===== src/smc_consts.svh =====
`ifndef SMC_CONSTS_SVH
`define SMC_CONSTS_SVH
// Timing, in printed units, and clock rate
`define SMC_CLK_MHZ        250
`define SMC_POR_US         5000
`define SMC_PGM_SETTLE_US  1000
`define SMC_WAKE_US        100
`define SMC_IDLE_US        4000000
`define SMC_DEB_CYC        8
// Register map, byte addresses
`define SMC_ADDR_CTRL      4'h0
`define SMC_ADDR_STATUS    4'h4
// Field positions
`define SMC_CTRL_CH_LSB    0
`define SMC_CTRL_CH_W      3
`define SMC_ST_MODE_LSB    0
`define SMC_ST_RSTERR      3
`define SMC_ST_LVL_LSB     4
`define SMC_ST_XCVR        9
// Reset values and answers
`define SMC_CTRL_RST       3'h7
`define SMC_RESP_OKAY      2'h0
`define SMC_RESP_DECERR    2'h3
`endif


===== src/smc_pkg.sv =====
package smc_pkg;
  // Operating modes, Gray coded along reset, start-up, normal, programming, stop, sleep
  typedef enum logic [2:0] {
    ModeReset   = 3'h0,
    ModeStartup = 3'h1,
    ModeNormal  = 3'h3,
    ModeProgram = 3'h2,
    ModeStop    = 3'h6,
    ModeSleep   = 3'h7
  } smc_mode_t;
endpackage : smc_pkg


===== src/smc_supply_mode_controller.sv =====
// The implementer's own choices: the AXI4-Lite slave port and the address map.
`timescale 1ns/1ps
`include "smc_consts.svh"
module smc_supply_mode_controller #(
  parameter int PorCyc    = `SMC_POR_US * `SMC_CLK_MHZ,
  parameter int PgmCyc    = `SMC_PGM_SETTLE_US * `SMC_CLK_MHZ,
  parameter int WakeCyc   = `SMC_WAKE_US * `SMC_CLK_MHZ,
  parameter int IdleCyc   = `SMC_IDLE_US * `SMC_CLK_MHZ,
  parameter int DebCyc    = `SMC_DEB_CYC
) (
  // Clock and reset
  input  wire logic        clk,
  input  wire logic        rst_n,
  // Supply comparators and programming window
  input  wire logic        supplyBelowPowerdown,
  input  wire logic        supplyAbovePowerup,
  input  wire logic        supplyAboveExtMin,
  input  wire logic        supplyAboveNomMin,
  input  wire logic        programWindowIn,
  // Bus receiver and frame decoder events
  input  wire logic        busRx,
  input  wire logic        foreignFlashSeen,
  input  wire logic        sleepCmd,
  input  wire logic        diagRequestValid,
  // Mode outputs
  output logic [2:0]       outStageEnable,
  output logic             xcvrEnable,
  output logic             flashMode,
  output logic             termEnable,
  output logic             rxEnable,
  output logic             wakeCompEnable,
  output logic             cmdEnable,
  output logic             resetErrFlag,
  output logic [2:0]       modeOut,
  // AXI4-Lite slave
  input  wire logic [3:0]  s_axi_awaddr,
  input  wire logic        s_axi_awvalid,
  output logic             s_axi_awready,
  input  wire logic [31:0] s_axi_wdata,
  input  wire logic [3:0]  s_axi_wstrb,
  input  wire logic        s_axi_wvalid,
  output logic             s_axi_wready,
  output logic [1:0]       s_axi_bresp,
  output logic             s_axi_bvalid,
  input  wire logic        s_axi_bready,
  input  wire logic [3:0]  s_axi_araddr,
  input  wire logic        s_axi_arvalid,
  output logic             s_axi_arready,
  output logic [31:0]      s_axi_rdata,
  output logic [1:0]       s_axi_rresp,
  output logic             s_axi_rvalid,
  input  wire logic        s_axi_rready
);

  // ****************************************
  // Input conditioning
  // ****************************************
  localparam int NumLvl = 5;
  logic [NumLvl-1:0] lvlRaw;
  logic [NumLvl-1:0] lvlQ;
  assign lvlRaw = {programWindowIn, supplyAboveNomMin, supplyAboveExtMin, supplyAbovePowerup, supplyBelowPowerdown};

  // Two-flop sync then a stability count per level, so comparator chatter cannot flip modes
  genvar gi;
  generate
    for (gi = 0; gi < NumLvl; gi++) begin : g_lvl
      logic        s1Q, s2Q;
      logic [15:0] debQ;
      always_ff @(posedge clk) begin
        if (!rst_n) begin
          s1Q     <= 1'b0;
          s2Q     <= 1'b0;
          debQ    <= 16'h0000;
          lvlQ[gi] <= 1'b0;
        end else begin
          s1Q <= lvlRaw[gi];
          s2Q <= s1Q;
          if (s2Q == lvlQ[gi]) begin
            debQ <= 16'h0000;
          end else if (debQ == 16'(DebCyc - 1)) begin
            debQ     <= 16'h0000;
            lvlQ[gi] <= s2Q;
          end else begin
            debQ <= debQ + 16'h0001;
          end
        end
      end
    end
  endgenerate

  logic lvlBelowPd, lvlAbovePu, lvlAboveExt, lvlPgm;
  assign lvlBelowPd  = lvlQ[0];
  assign lvlAbovePu  = lvlQ[1];
  assign lvlAboveExt = lvlQ[2];
  assign lvlPgm      = lvlQ[4];

  // ****************************************
  // Timers
  // ****************************************
  smc_pkg::smc_mode_t mode_q, mode_d;
  logic [31:0] porCnt_q, pgmCnt_q, idleCnt_q, domCnt_q;
  logic        busRxPrev_q, wakeArmed_q;
  logic        porDone, pgmDone, idleDone, wakeRise;

  assign porDone  = (porCnt_q == 32'(PorCyc - 1));
  assign pgmDone  = (pgmCnt_q >= 32'(PgmCyc));
  assign idleDone = (idleCnt_q >= 32'(IdleCyc));
  assign wakeRise = wakeArmed_q && busRx && !busRxPrev_q;

  // Power-on reset delay runs only in start-up; it restarts once done so it never passes its bound
  always_ff @(posedge clk) begin
    if (!rst_n || mode_q != smc_pkg::ModeStartup || porDone) porCnt_q <= 32'h0000_0000;
    else porCnt_q <= porCnt_q + 32'h0000_0001;
  end

  // Window dwell, saturating; any exit from the window restarts it
  always_ff @(posedge clk) begin
    if (!rst_n || !lvlPgm || mode_q == smc_pkg::ModeReset) pgmCnt_q <= 32'h0000_0000;
    else if (!pgmDone) pgmCnt_q <= pgmCnt_q + 32'h0000_0001;
  end

  // Recessive time between messages; a dominant bit restarts it
  always_ff @(posedge clk) begin
    if (!rst_n || !busRx || !(mode_q == smc_pkg::ModeNormal || mode_q == smc_pkg::ModeStop)) begin
      idleCnt_q <= 32'h0000_0000;
    end else if (!idleDone) begin
      idleCnt_q <= idleCnt_q + 32'h0000_0001;
    end
  end

  // Wake filter: long dominant arms, the following rising edge fires
  always_ff @(posedge clk) begin
    if (!rst_n) begin
      busRxPrev_q <= 1'b1;
      domCnt_q    <= 32'h0000_0000;
      wakeArmed_q <= 1'b0;
    end else begin
      busRxPrev_q <= busRx;
      if (mode_q != smc_pkg::ModeSleep || (busRx && !wakeArmed_q)) begin
        domCnt_q    <= 32'h0000_0000;
        wakeArmed_q <= 1'b0;
      end else if (!busRx) begin
        if (domCnt_q >= 32'(WakeCyc)) wakeArmed_q <= 1'b1;
        else domCnt_q <= domCnt_q + 32'h0000_0001;
      end
    end
  end

  // ****************************************
  // Mode state machine
  // ****************************************
  // Reset condition is checked first so no other mode can survive a brown-out
  always_comb begin
    mode_d = mode_q;
    if (lvlBelowPd) begin
      mode_d = smc_pkg::ModeReset;
    end else begin
      unique case (mode_q)
        smc_pkg::ModeReset:   if (lvlAbovePu) mode_d = smc_pkg::ModeStartup;
        smc_pkg::ModeStartup: if (porDone) mode_d = smc_pkg::ModeNormal;
        smc_pkg::ModeNormal: begin
          if (pgmDone) mode_d = smc_pkg::ModeProgram;
          else if (foreignFlashSeen) mode_d = smc_pkg::ModeStop;
          else if (sleepCmd && lvlAboveExt) mode_d = smc_pkg::ModeSleep;
          else if (idleDone) mode_d = smc_pkg::ModeSleep;
        end
        smc_pkg::ModeProgram: begin
          if (!lvlPgm) mode_d = smc_pkg::ModeNormal;
          else if (foreignFlashSeen) mode_d = smc_pkg::ModeStop;
        end
        smc_pkg::ModeStop: begin
          if (pgmDone) mode_d = smc_pkg::ModeProgram;
          else if (idleDone) mode_d = smc_pkg::ModeSleep;
        end
        smc_pkg::ModeSleep:   if (wakeRise) mode_d = smc_pkg::ModeStartup;
        default:              mode_d = smc_pkg::ModeReset;
      endcase
    end
  end

  always_ff @(posedge clk) begin
    if (!rst_n) mode_q <= smc_pkg::ModeReset;
    else mode_q <= mode_d;
  end

  // ****************************************
  // Register file
  // ****************************************
  logic [2:0] chEn_q;
  logic       awHeld_q, wHeld_q;
  logic [3:0] awAddr_q;
  logic [31:0] wData_q;
  logic [3:0] wStrb_q;
  logic       doWrite;
  assign doWrite = awHeld_q && wHeld_q && !s_axi_bvalid;

  // Address and data are latched independently, so either may come first
  always_ff @(posedge clk) begin
    if (!rst_n) begin
      awHeld_q <= 1'b0;
      wHeld_q  <= 1'b0;
      awAddr_q <= 4'h0;
      wData_q  <= 32'h0000_0000;
      wStrb_q  <= 4'h0;
    end else begin
      if (s_axi_awvalid && s_axi_awready) begin
        awHeld_q <= 1'b1;
        awAddr_q <= s_axi_awaddr;
      end else if (doWrite) begin
        awHeld_q <= 1'b0;
      end
      if (s_axi_wvalid && s_axi_wready) begin
        wHeld_q <= 1'b1;
        wData_q <= s_axi_wdata;
        wStrb_q <= s_axi_wstrb;
      end else if (doWrite) begin
        wHeld_q <= 1'b0;
      end
    end
  end

  // Channel-enable control register; a supply power-on reset restores it like the pin reset does
  always_ff @(posedge clk) begin
    if (!rst_n || mode_q == smc_pkg::ModeReset) begin
      chEn_q <= `SMC_CTRL_RST;
    end else if (doWrite && awAddr_q == `SMC_ADDR_CTRL && wStrb_q[0]) begin
      chEn_q <= wData_q[`SMC_CTRL_CH_LSB +: `SMC_CTRL_CH_W];
    end
  end

  // Write response; anything but the two mapped words answers DECERR
  always_ff @(posedge clk) begin
    if (!rst_n) begin
      s_axi_bvalid <= 1'b0;
      s_axi_bresp  <= `SMC_RESP_OKAY;
    end else if (doWrite) begin
      s_axi_bvalid <= 1'b1;
      s_axi_bresp  <= (awAddr_q == `SMC_ADDR_CTRL || awAddr_q == `SMC_ADDR_STATUS) ? `SMC_RESP_OKAY : `SMC_RESP_DECERR;
    end else if (s_axi_bready) begin
      s_axi_bvalid <= 1'b0;
    end
  end

  always_ff @(posedge clk) begin
    if (!rst_n) begin
      s_axi_awready <= 1'b0;
      s_axi_wready  <= 1'b0;
    end else begin
      s_axi_awready <= !awHeld_q && !(s_axi_awvalid && s_axi_awready) && !doWrite;
      s_axi_wready  <= !wHeld_q && !(s_axi_wvalid && s_axi_wready) && !doWrite;
    end
  end

  // Read path answers one cycle after the address is taken
  always_ff @(posedge clk) begin
    if (!rst_n) begin
      s_axi_arready <= 1'b0;
      s_axi_rvalid  <= 1'b0;
      s_axi_rdata   <= 32'h0000_0000;
      s_axi_rresp   <= `SMC_RESP_OKAY;
    end else if (s_axi_arvalid && s_axi_arready) begin
      s_axi_arready <= 1'b0;
      s_axi_rvalid  <= 1'b1;
      s_axi_rresp   <= `SMC_RESP_OKAY;
      s_axi_rdata   <= 32'h0000_0000;
      if (s_axi_araddr == `SMC_ADDR_CTRL) begin
        s_axi_rdata[`SMC_CTRL_CH_LSB +: `SMC_CTRL_CH_W] <= chEn_q;
      end else if (s_axi_araddr == `SMC_ADDR_STATUS) begin
        s_axi_rdata[`SMC_ST_MODE_LSB +: 3] <= mode_q;
        s_axi_rdata[`SMC_ST_RSTERR]        <= resetErrFlag;
        s_axi_rdata[`SMC_ST_LVL_LSB +: 5]  <= lvlQ;
        s_axi_rdata[`SMC_ST_XCVR]          <= xcvrEnable;
      end else begin
        s_axi_rresp <= `SMC_RESP_DECERR;
      end
    end else if (s_axi_rvalid) begin
      if (s_axi_rready) s_axi_rvalid <= 1'b0;
    end else begin
      s_axi_arready <= 1'b1;
    end
  end

  // ****************************************
  // Outputs
  // ****************************************
  // Decoded from the next mode so every pin is a flop yet tracks the mode in the same cycle
  logic stagesOn, commsMode;
  assign stagesOn  = (mode_d == smc_pkg::ModeNormal || mode_d == smc_pkg::ModeStop);
  assign commsMode = (mode_d == smc_pkg::ModeNormal || mode_d == smc_pkg::ModeProgram);

  always_ff @(posedge clk) begin
    if (!rst_n) begin
      outStageEnable <= 3'h0;
      xcvrEnable     <= 1'b0;
      flashMode      <= 1'b0;
      termEnable     <= 1'b0;
      rxEnable       <= 1'b0;
      wakeCompEnable <= 1'b0;
      cmdEnable      <= 1'b0;
      modeOut        <= 3'h0;
    end else begin
      outStageEnable <= stagesOn ? chEn_q : 3'h0;
      xcvrEnable     <= commsMode && lvlAboveExt;
      flashMode      <= (mode_d == smc_pkg::ModeProgram);
      termEnable     <= (mode_d != smc_pkg::ModeSleep && mode_d != smc_pkg::ModeReset);
      rxEnable       <= (mode_d != smc_pkg::ModeSleep && mode_d != smc_pkg::ModeReset);
      wakeCompEnable <= (mode_d == smc_pkg::ModeSleep);
      cmdEnable      <= (mode_d == smc_pkg::ModeNormal) && lvlAboveExt;
      modeOut        <= mode_d;
    end
  end

  // Sticky reset error; leaving reset sets it and wins over a clear in the same cycle
  always_ff @(posedge clk) begin
    if (!rst_n) resetErrFlag <= 1'b0;
    else if (mode_q == smc_pkg::ModeReset && mode_d == smc_pkg::ModeStartup) resetErrFlag <= 1'b1;
    else if (diagRequestValid && cmdEnable) resetErrFlag <= 1'b0;
  end
endmodule : smc_supply_mode_controller


===== config.mk =====
export PLATFORM = sky130hd
export DESIGN_NAME = smc_supply_mode_controller
export DESIGN_NICKNAME = d
export VERILOG_FILES = /design/src/smc_pkg.sv /design/src/smc_supply_mode_controller.sv
export VERILOG_INCLUDE_DIRS = /design/src
export SDC_FILE = /design/constraint.sdc
export NUM_CORES = 1
export LEC_CHECK = 0
export BUFFER_PORTS_ARGS = -buffer_cell sky130_fd_sc_hd__buf_2
export CAP_MARGIN = 20
export CORE_UTILIZATION = 40
export DETAILED_ROUTE_END_ITERATION = 7
export SLEW_MARGIN = 20
export SYNTH_ARGS = -nofsm -noshare
export SYNTH_HDL_FRONTEND = slang
export SYNTH_SLANG_ARGS = --single-unit
export TNS_END_PERCENT = 30

===== constraint.sdc =====
create_clock -name clk -period 2.8 [get_ports clk]
set_clock_uncertainty 0.15 [all_clocks]
set_input_delay 0.42 -clock clk [delete_from_list [all_inputs] [get_ports clk]]
set_output_delay 0.42 -clock clk [all_outputs]
set_load 0.01 [all_outputs]

==> results of run 1 <==
==> power breakdown <==
group / internal, mW / total (mW) / switching (mW)
clock network: 2.27 / 3.85 / 1.58
logic: 0.0567 / 0.134 / 0.0771
registers: 3.82 / 3.84 / 0.0173
total: 6.15 / 7.82 / 1.68
==> final timing paths <==
check                      startpoint                        to  slack [ps]  cells past startpoint
min                     s_axi_awvalid  awAddr_q[1]$_SDFFE_PN0P_          30                      3
max reg2reg  pgmCnt_q[4]$_SDFFE_PP0N_       rxEnable$_SDFF_PN0_         400                      6
max          pgmCnt_q[4]$_SDFFE_PP0N_       rxEnable$_SDFF_PN0_         400                      6
min reg2reg   g_lvl[2].s1Q$_SDFF_PN0_   g_lvl[2].s2Q$_SDFF_PN0_         280                      1
==> cell type report <==
class                           instances  area, sq um
Clock buffer                           34          774
Clock inverter                         20          208
Fill cell                            2710        14700
Inverter                               32          120
Multi-Input combinational cell        924         5630
Sequential cell                       267         5350
Tap cell                              378          473
Timing Repair Buffer                   91          571
==> worst max-delay path, cell delays in order (launching register included) <==
cell and delay (ps):
dfxtp_1 340, o31ai_1 290, nand3_1 310, and2_4 300, o41ai_2 430, nor2_1 210
o31a_1 270
==> cells by family (layout without fill, tap and decap cells) <==
| family | Yosys count | count (layout) | synth area share (%) |
|---|---|---|---|
| AND/OR/NAND/NOR | 632 | 632 | 28.5 |
| flip-flops | 267 | 267 | 47.1 |
| XOR/XNOR | 152 | 152 | 11.7 |
| AO/OA/AOI/OAI | 90 | 90 | 5.90 |
| buffers and inverters | 89 | 177 | 3.90 |
| multiplexers | 16 | 16 | 1.41 |
| adder cells (fa/ha/maj) | 12 | 12 | 1.32 |
| other | 1 | 22 | 0.0331 |
==> cells in the final DEF (no fill, tap or decap), types with 3 or more instances in the layout <==
cell	n
buf_4	18
xor2_1	81
a21boi_0	13
clkbuf_16	29
nor3_2	3
and4_1	11
nor2_1	200
bufinv_16	3
nor4b_1	4
dfxtp_1	267
nand2_1	89
nor4_2	4
or4_1	3
xnor2_1	71
inv_1	32
nor3_1	38
conb_1	22
nand4_1	34
mux2i_1	16
clkinvlp_4	7
nor4_1	22
and3_1	44
a21oi_1	19
nor2b_1	11
dlygate4sd3_1	14
o21ai_0	20
clkbuf_8	3
nor3b_1	5
or2_2	5
a22o_1	8
ha_1	12
buf_2	59
and2_1	35
nand3_1	86
o211ai_1	3
or3_1	14
o31ai_1	3
clkinv_2	9
nand2b_1	8
==> layer usage <==
metal | wire length [microns] | share of wire, % | GRT usage, % | vias to the layer above
met5 | 13 | 0.058 | 0 | -
met3 | 865 | 3.8 | 2.67 | 35
met2 | 10300 | 46 | 26.1 | 107
met1 | 11000 | 49 | 21.1 | 3944
met4 | 404 | 1.8 | 4.23 | 2
li1 | - | - | - | 4423
==> per-stage QoR <==
stage / instances / instance area, sq um / hold WS [ps] / util (%) / setup WS, ps
after floorplan: 1280 / 11400 / 262 / - / 667
after global placement: 1678 / 12000 / 266 / 43.1 / 420
after detailed placement: 1678 / 12000 / 268 / 43.1 / 417
after CTS: 1746 / 13100 / 7.50 / 47.1 / 391
after global routing: 1746 / 13100 / 38.3 / 47.1 / 207
final: 1746 / 13100 / 32.8 / 47.1 / 395
==> registers in the layout (all words and copies together), names as in the netlist, 3 cells and up <==
register	flops
g_lvl.debQ	80
domCnt_q	32
idleCnt_q	32
pgmCnt_q	32
porCnt_q	32
s_axi_rdata	10
g_lvl.s1Q	5
g_lvl.s2Q	5
awAddr_q	4
chEn_q	3
modeOut	3
outStageEnable	3
wData_q	3
==> cell usage after synthesis (all sizes together) (19+ instances only) <==
| cell | instances |
|---|---|
| and2 | 36 |
| xnor2 | 71 |
| and3 | 44 |
| a21oi | 19 |
| nor2 | 200 |
| inv | 32 |
| clkbuf | 25 |
| nand2 | 89 |
| o21ai | 22 |
| nand3 | 87 |
| dfxtp | 267 |
| buf | 32 |
| nor4 | 27 |
| nand4 | 35 |
| nor3 | 41 |
| xor2 | 81 |
==> timing repair <==
action	4_1_cts	5_1_grt
hold buffers	14	0
buffers inserted	0	0
setup endpoints to repair	0	0
hold endpoints to repair	14	0
gates resized for setup	0	0
==> run summary, run 1 <==
Run status -> finished, final reports clean
Mapped cell area -> 11,300 sq um
Leak -> 4.72 nW
I/O pin cnt -> 114
DR pass1 iterations -> 4
Synth unique cells -> 69
Final Hold Viols -> 0
Synth top area cells -> dfxtp_1, nor2_1, xor2_1, xnor2_1, nand3_1
GRT overflow -> 0
Critical setup path kind -> flop to flop
Total GRT Usage -> 15.8%
Post-synthesis sequential area ratio -> 47.1%
Endpoints failing setup -> 0
Proportion of layout cells with a drive suffix above 1 -> 11.5%
DRT iter0 DRCs -> 389
Die Y -> 170 microns
Power Density -> 596 nW/um^2
Detailed placement HPWL -> 15,500 microns
CP arrival -> 2690 ps
CTS root buf -> clkbuf_16
Die X -> 170 microns
Global-route wire length before repair -> 38,100 microns
Nets -> 1,417
Antenna violations before repair -> 1
Vias per cell -> 4.87
CP Max Fanout -> 6
TritonCTS clock tree -> yes
H-tree lvl count -> 1
Post-synth top area share -> 47.1%
Port Buffers -> 59
Clk slew on worst S/H paths -> 60 ps
Core Rows -> 61
Initial Util -> 40.7%
Max rail drop VDD -> 0.395 mV
Ys async rst share -> 0%
Largest net degree at the start of global routing -> 33
CP endpoint kind -> flop
Hold Crit Class -> primary input to flop
Setup TNS -> 0 ps
Clock sink count -> 267
Core area -> 27,900 sq um
Total CTS buffers -> 29
Antenna diodes -> 0
Pwr Total -> 7.82 mW
# Max-Cap Violations -> 0
ANT nets after route -> 0
Vias in the first global route -> 7,920
Clock Latency Late Sink -> 550 ps
Highest Clock Rate -> 416 MHz
Tmin final -> 2400 ps
Placer congestion estimate -> 0.773
Drt total wl -> 22,500 microns
Post-synth EDFFs -> 0
Wire per inst -> 12.9 microns
Critical Path RT -> 3090 ps
Post-synthesis cell type with the largest combined area -> dfxtp_1
Post-route DRC -> 0
Area Overhead vs Synth -> 15.7%
Post-Synthesis Cells -> 1,259
Headroom to the max-slew limit -> 55.1%
Fin crit share -> 85.9%
Synth Flop Type -> dfxtp_1
Worst Max-Slew Pin Slew -> 671 ps
Worst Setup Start Kind -> flop
RSZ-0062 raised after global routing -> no
Yosys warnings -> 0
Yosys reg bits -> 267
Avg Cell Area, Syn -> 9.00 sq um
CTS max path bufs -> 3
Slew Limit Fails -> 0
Routed via count -> 8,511
DIE AREA -> 29,000 sq um
Power figures use the tool's default switching activity.
==> inputs of run 2 (changes only) <==
ABC_AREA = 1   (was default)
==> run 2 against run 1 <==
Net effect:
- maximum frequency grew 4.4%
- global-route usage grew 0.70 points
- design area grew 5.2%
- utilization shrank 0.64 points
- sequential power is essentially flat
- register-to-register slack gained 100 ps
- critical endpoint is now idleCnt_q[7]$_SDFFE_PP0N_
==> run summary, run 2 <==
Fin crit share -> 82.3% (-3.6 points)
Vias per cell -> 4.75 (-2.6%)
Total GRT Usage -> 16.5% (+0.70 points)
CTS root buf -> clkbuf_16
Post-route DRC -> 0 (unchanged)
Final std cells w/o fill -> 2,136 (+22%)
Run status -> finished, final reports clean
Synth unique cells -> 53 (-23%)
Post-synth top area share -> 44.1% (-3.0 points)
Post-synthesis cell type with the largest combined area -> dfxtp_1
CP Max Fanout -> 18 (+12)
Core area -> 29,700 sq um (+6.7%)
Setup TNS -> 0 ps (unchanged)
Placed insts -> 2,069 (+23%)
Worst Setup Start Kind -> flop
Hold Crit Start -> s_axi_wdata[0]
Global-route wire length before repair -> 43,000 microns (+13%)
Power Density -> 560 nW/um^2 (-6.0%)
RSZ-0062 raised after global routing -> no
Detailed placement HPWL -> 18,200 microns (+17%)
Antenna violations before repair -> 0 (-1)
H-tree lvl count -> 1 (unchanged)
Synth top area cells -> dfxtp_1, nand2_1, inv_1, nor2_1, a21oi_1
Design area -> 13,800 sq um (+5.2%)
Pwr Total -> 7.74 mW (-1.1%)
Port Buffers -> 59 (unchanged)
Critical R2R Launch -> idleCnt_q[11]$_SDFFE_PP0N_
Antenna diodes -> 0 (unchanged)
CP endpoint kind -> flop
Largest net degree at the start of global routing -> 43 (+30%)
Cts repair resizes -> 0 (unchanged)
Wire per inst -> 11.9 microns (-8.2%)
Die X -> 176 microns (+3.4%)
Endpoints failing setup -> 0 (unchanged)
Critical Path RT -> 3080 ps (about the same)
CP arrival -> 2580 ps (-110 ps)
Placer congestion estimate -> 0.852 (+10%)
Hold endpoint -> wData_q[0]$_SDFFE_PN0P_
Delay-heaviest family, CP -> simple AND/OR/NAND/NOR gates
Hold Crit Class -> primary input to flop
DIE AREA -> 31,000 sq um (+6.8%)
Final Hold Viols -> 0 (unchanged)
Placed cell area -> 12,700 sq um (+6.0%)
ANT nets after route -> 0 (unchanged)
Die Y -> 176 microns (+3.4%)
Clock Latency Late Sink -> 550 ps (about the same)
Critical setup path kind -> flop to flop
R2R depth -> 12 (+6)
CTS max path bufs -> 3 (unchanged)
Post-CTS setup buffer count -> 0 (unchanged)
Core Rows -> 63 (+3.3%)
Hold WS -> 30.5 ps (-2.29 ps)
Post-synth EDFFs -> 0 (unchanged)
Cts hold-fix bufs -> 14 (unchanged)
GRT overflow -> 0 (unchanged)
Routed via count -> 10,100 (+19%)
# Max-Cap Violations -> 0 (unchanged)
Most frequent cell after synthesis -> nand2_1
Highest Clock Rate -> 434 MHz (+4.4%)
Drt total wl -> 25,300 microns (+12%)
Worst Max-Slew Pin Slew -> 669 ps (-2.06 ps)
Headroom to the max-slew limit -> 55.2% (+0.11 points)
Mapped cell area -> 12,100 sq um (+6.9%)
Ys async rst share -> 0% (unchanged)
DR pass1 iterations -> 5 (+1)
FF-to-FF setup slack -> 500 ps (+100 ps)
Avg Cell Area, Syn -> 7.36 sq um (-18%)
CP max stage cell -> dfxtp_1
Leak -> 5.02 nW (+6.2%)
Slew Limit Fails -> 0 (unchanged)
Vias in the first global route -> 9,251 (+17%)
Initial Util -> 40.8% (+0.089 points)
Max rail drop VDD -> 0.416 mV (+5.3%)
Most frequent cells in the layout -> nand2_1, dfxtp_1, inv_1
Worst path cell trace -> nand2_1 -> nand3_1 -> nor2_1 -> nor2_1 -> nand2_1 -> nand3_4 -> nor2_2 -> inv_1 -> nor2_1 -> nand2_1 -> o21ai_0 -> a21oi_1
Tmin final -> 2300 ps (-102 ps)
Post-Synthesis Cells -> 1,646 (+31%)
Max reg flops -> 80 (unchanged)
Clk slew on worst S/H paths -> 60 ps (about the same)
Clock sink count -> 267 (unchanged)
Commonest non-fill, non-tap cell in the layout -> nand2_1
Proportion of layout cells with a drive suffix above 1 -> 9.11% (-2.4 points)
Yosys reg bits -> 267 (unchanged)
Buf+Inv Stages, Crit Path -> 1 (+1)
Post-synth top cells -> nand2_1, dfxtp_1, inv_1
Most flops, register -> g_lvl.debQ
Nets -> 1,797 (+27%)
CP max stage delay -> 340 ps (-90 ps)
TritonCTS clock tree -> yes
Worst path depth -> 12 (+6)
Synth Flop Type -> dfxtp_1
DRT iter0 DRCs -> 544 (+40%)
Fillers -> 3,006 (+11%)
I/O pin cnt -> 114 (unchanged)
Total CTS buffers -> 30 (+3.4%)
Hold-critical path depth -> 3 (unchanged)
Area Overhead vs Synth -> 13.9%
Post-synthesis sequential area ratio -> 44.1% (-3.0 points)
Yosys warnings -> 0 (unchanged)
FF-to-FF End -> idleCnt_q[7]$_SDFFE_PP0N_
==> run 2: cell types whose count changed after synthesis, sizes merged, moves of 15 or more <==
cell    delta
inv      +211
nand2    +185
a21oi     +89
xnor2     -59
nor3      +55
xor2      -51
nor2      +46
and3      -39
and2      -36
o21ai     +26
nor3b     +25
nand4     +17
mux2i     -16
a21boi    -15
==> run 2: cells by family after synthesis <==
| logic type | Yosys count | share of synthesized area [%] |
|---|---|---|
| AO/OA/AOI/OAI | 205 | 9.49 |
| XOR/XNOR | 42 | 3.03 |
| adder cells (fa/ha/maj) | 12 | 1.24 |
| buffers and inverters | 301 | 10.4 |
| flip-flops | 267 | 44.1 |
| other | 1 | 0.0309 |
| AND/OR/NAND/NOR | 818 | 31.7 |
==> run 2: report_power, final <==
group          leakage, nW  switching, mW  total, mW  internal, mW
Sequential            2.16         0.0143       3.84          3.83
Combinational         2.40          0.102      0.160        0.0576
Clock                0.464           1.52       3.73          2.22
Total                 5.02           1.64       7.74          6.10
==> run 2: final cells by class <==
class	count	area, sq um	area share [%]
clock buffers	45	867	6.28
clock inverters	8	78.8	0.571
inverters	244	923	6.69
multi-input cells	1099	5590	40.5
flip-flops and latches	267	5350	38.7
well taps	390	488	3.53
repair buffers	83	510	3.70
==> run 2: through the flow <==
stage,worst slack (ps),util (%)
3_5_place_dp,516,42.8
3_3_place_gp,530,42.8
4_1_cts,492,46.5
5_1_grt,243,46.5
6_report,497,46.5
2_1_floorplan,930,-
==> run 2: how the worst max path moves through the flow <==
stage                                 from                          end  slack [ps]
2_1_floorplan       porCnt_q[0]$_SDFF_PP0_          rxEnable$_SDFF_PN0_         930
3_3_place_gp    idleCnt_q[11]$_SDFFE_PP0N_    idleCnt_q[7]$_SDFFE_PP0N_         530
3_5_place_dp   g_lvl[2].debQ[0]$_SDFF_PP0_  g_lvl[2].debQ[7]$_SDFF_PP0_         520
4_1_cts        g_lvl[2].debQ[0]$_SDFF_PP0_  g_lvl[2].debQ[7]$_SDFF_PP0_         490
5_1_grt         idleCnt_q[11]$_SDFFE_PP0N_   idleCnt_q[11]$_SDFFE_PP0N_         240
6_report        idleCnt_q[11]$_SDFFE_PP0N_    idleCnt_q[7]$_SDFFE_PP0N_         500
==> run 2: worst min-delay path: cells and delay by family <==
family	cells	cell delay [ps]
AO/OA/AOI/OAI	2	200
buffers and inverters	1	70
==> run 2: metal layers <==
metal  track usage, %  vias to the layer above  wire, microns
met5                0                        -              0
met4             5.40                        0            747
met3             2.35                       46            787
met2             26.8                      138          10900
met1             22.3                     4486          12800
li1                 -                     5468              -
==> inputs of run 3 (changes only) <==
ABC_AREA = 0   (was 1)
clock period = 1.9 ns   (was 2.8 ns; I/O delays follow)
==> run 3 against run 2 <==
Net effect:
- the run now ends with setup timing left
- first-iteration DRC count shrank 36%
- count of clock-buffer cells in the layout down 5
- via count down 8.7%
- wire length fell by 2.6%
- sequential power is 47% higher
- largest cell class unchanged
==> run summary, run 3 (synthesized netlist as in run 1, its figures left out) <==
CP max stage delay -> 520 ps (+180 ps)
Critical setup path kind -> flop to flop
Die X -> 170 microns (-3.2%)
Slew Limit Fails -> 0 (unchanged)
Clock Latency Late Sink -> 560 ps (about the same)
Port Buffers -> 59 (unchanged)
Clk slew on worst S/H paths -> 60 ps (about the same)
Sw Ratio -> 20.4% (-0.76 points)
Tmin final -> 2150 ps (-148 ps)
GRT overflow -> 0 (unchanged)
Placer congestion estimate -> 0.801 (-6.0%)
Endpoints failing setup -> 66 (+66)
Core Rows -> 61 (-3.2%)
Detailed placement HPWL -> 16,600 microns (-8.7%)
Commonest non-fill, non-tap cell in the layout -> dfxtp_1
I/O pin cnt -> 114 (unchanged)
Critical Path RT -> 2240 ps (-840 ps)
Leak -> 5.98 nW (+19%)
Worst path cell trace -> or4b_4 -> o41a_1 -> or2_4 -> a21oi_4 -> nor3b_2
CP max stage cell -> or4b_4
RSZ-0062 raised after global routing -> yes
Power Density -> 774 nW/um^2 (+38%)
DR pass1 iterations -> 7 (+2)
Most frequent cells in the layout -> dfxtp_1, nor2_1, buf_4
CP Max Fanout -> 5 (-13)
Total GRT Usage -> 17.0% (+0.55 points)
Highest Clock Rate -> 464 MHz (+6.9%)
GR Layer Usage met1 -> 21.8% (-0.51 points)
Worst Setup Start Kind -> flop
Antenna violations before repair -> 2 (+2)
Power share of the combinational group -> 2.1% (about the same)
Run status -> finished, violations left
Area Overhead vs Synth -> 35.6%
Fillers -> 2,512 (-16%)
Wire per inst -> 12.8 microns (+7.7%)
Largest net degree at the start of global routing -> 33 (-23%)
Nets -> 1,602 (-11%)
Net Sw Power -> 2.43 mW (+48%)
Vias per cell -> 4.80 (+1.0%)
Vias in the first global route -> 8,769 (-5.2%)
Failing checks -> setup timing
Most flops, register -> g_lvl.debQ
Clk pwr share -> 50.4% (+2.1 points)
Core area -> 27,900 sq um (-6.3%)
ANT nets after route -> 0 (unchanged)
Hold Crit Class -> primary input to flop
H-tree lvl count -> 1 (unchanged)
Fin crit share -> 113% (+31 points)
Clock sink count -> 267 (unchanged)
Hold WS -> 19.6 ps (-10.9 ps)
Flop pwr share -> 47.5% (-2.2 points)
Drt total wl -> 24,700 microns (-2.6%)
Initial Util -> 40.7% (-0.089 points)
CTS root buf -> clkbuf_16
Most Used Layer, Global Route -> met2
Setup TNS -> -8240 ps (-8240 ps)
CP arrival -> 2490 ps (-90 ps)
CP endpoint kind -> flop
Pwr Total -> 11.9 mW (+54%)
GRT met3 Usage -> 2.74% (+0.40 points)
CTS max path bufs -> 3 (unchanged)
TritonCTS clock tree -> yes
Total CTS buffers -> 29 (-3.3%)
Proportion of layout cells with a drive suffix above 1 -> 26.5% (+17 points)
Global-route wire length before repair -> 41,000 microns (-4.6%)
Pint -> 9.48 mW (+55%)
Final Hold Viols -> 0 (unchanged)
Routed via count -> 9,260 (-8.7%)
Final WS setup -> -255 ps (-752 ps)
# Max-Cap Violations -> 0 (unchanged)
Die Y -> 170 microns (-3.2%)
DRT iter0 DRCs -> 348 (-36%)
Max rail drop VDD -> 0.690 mV (+66%)
Max reg flops -> 80 (unchanged)
DIE AREA -> 29,000 sq um (-6.4%)
Post-route DRC -> 0 (unchanged)
Met2 Track Usage GR -> 29.3% (+2.5 points)
-- run 3: cell types whose count changed in the layout (fill, tap and decap cells not counted), sizes merged, moves of 17 or more --
| cell | delta |
|---|---|
| and2 | +36 |
| nor3 | -55 |
| nor3b | -25 |
| inv | -210 |
| a21oi | -89 |
| dlygate4sd3 | +20 |
| nor2 | -46 |
| buf | +172 |
| and3 | +39 |
| nand4 | -17 |
| o21ai | -26 |
| xor2 | +51 |
| nand2 | -185 |
| xnor2 | +59 |
-- run 3: critical path: cells and delay by family, from the launching register on --
family | cells | cell delay (ps)
flip-flops | 1 | 320
AO/OA/AOI/OAI | 2 | 640
AND/OR/NAND/NOR | 3 | 980
-- run 3: stage by stage --
step	utilization (%)	area, sq um	std cells	setup slack, ps
2_1_floorplan	-	11500	1280	-116
3_3_place_gp	47.7	13300	1826	-178
3_5_place_dp	47.7	13300	1826	-246
4_1_cts	54.2	15100	1922	-235
5_1_grt	55.2	15400	1930	-300
6_report	55.2	15400	1931	-255
-- run 3: worst paths after layout --
path                                start                     endpoint  slack [ps]  cells past startpoint
setup / recovery  porCnt_q[21]$_SDFF_PP0_         cmdEnable$_SDFF_PN0_        -250                      5
hold reg to reg   g_lvl[1].s1Q$_SDFF_PN0_      g_lvl[1].s2Q$_SDFF_PN0_         280                      1
setup reg to reg  porCnt_q[21]$_SDFF_PP0_         cmdEnable$_SDFF_PN0_        -250                      5
hold / removal              s_axi_arvalid  s_axi_rdata[2]$_SDFFE_PN0P_          20                      3
-- run 3: cell type report --
cell class | count | area [sq um] | share of cell area, %
repair buffers | 275 | 2160 | 14.0
well taps | 378 | 473 | 3.08
flip-flops and latches | 267 | 5380 | 35.0
clock inverters | 13 | 208 | 1.35
clock buffers | 40 | 827 | 5.38
multi-input cells | 925 | 6210 | 40.4
diodes | 1 | 2.50 | 0.0163
inverters | 32 | 120 | 0.781
-- run 3: layer usage --
metal | part of all wire, % | vias up
li1 | - | 4801
met1 | 47 | 4315
met2 | 48 | 102
met3 | 2.9 | 40
met4 | 2.1 | 2
met5 | 0.049 | -
-- run 3: repair_timing --
action                     4_1_cts  5_1_grt
hold endpoints to repair        24        0
resized for setup               73       56
pin swaps                       46       43
gates cloned                     1        0
setup buffers                    8        8
setup endpoints to repair       95      115
hold buffers                    34        0
-- run 3: power groups by stage --
| stage | Sequential, mW | Clock, mW | Combinational [mW] |
|---|---|---|---|
| floorplan | 5.78 | 0 | 0.135 |
| CTS | 5.66 | 6.19 | 0.244 |
| global placement | 5.78 | 0 | 0.190 |
| finish | 5.66 | 6.00 | 0.245 |
| global route | 5.66 | 6.39 | 0.276 |
| detailed placement | 5.78 | 0 | 0.192 |
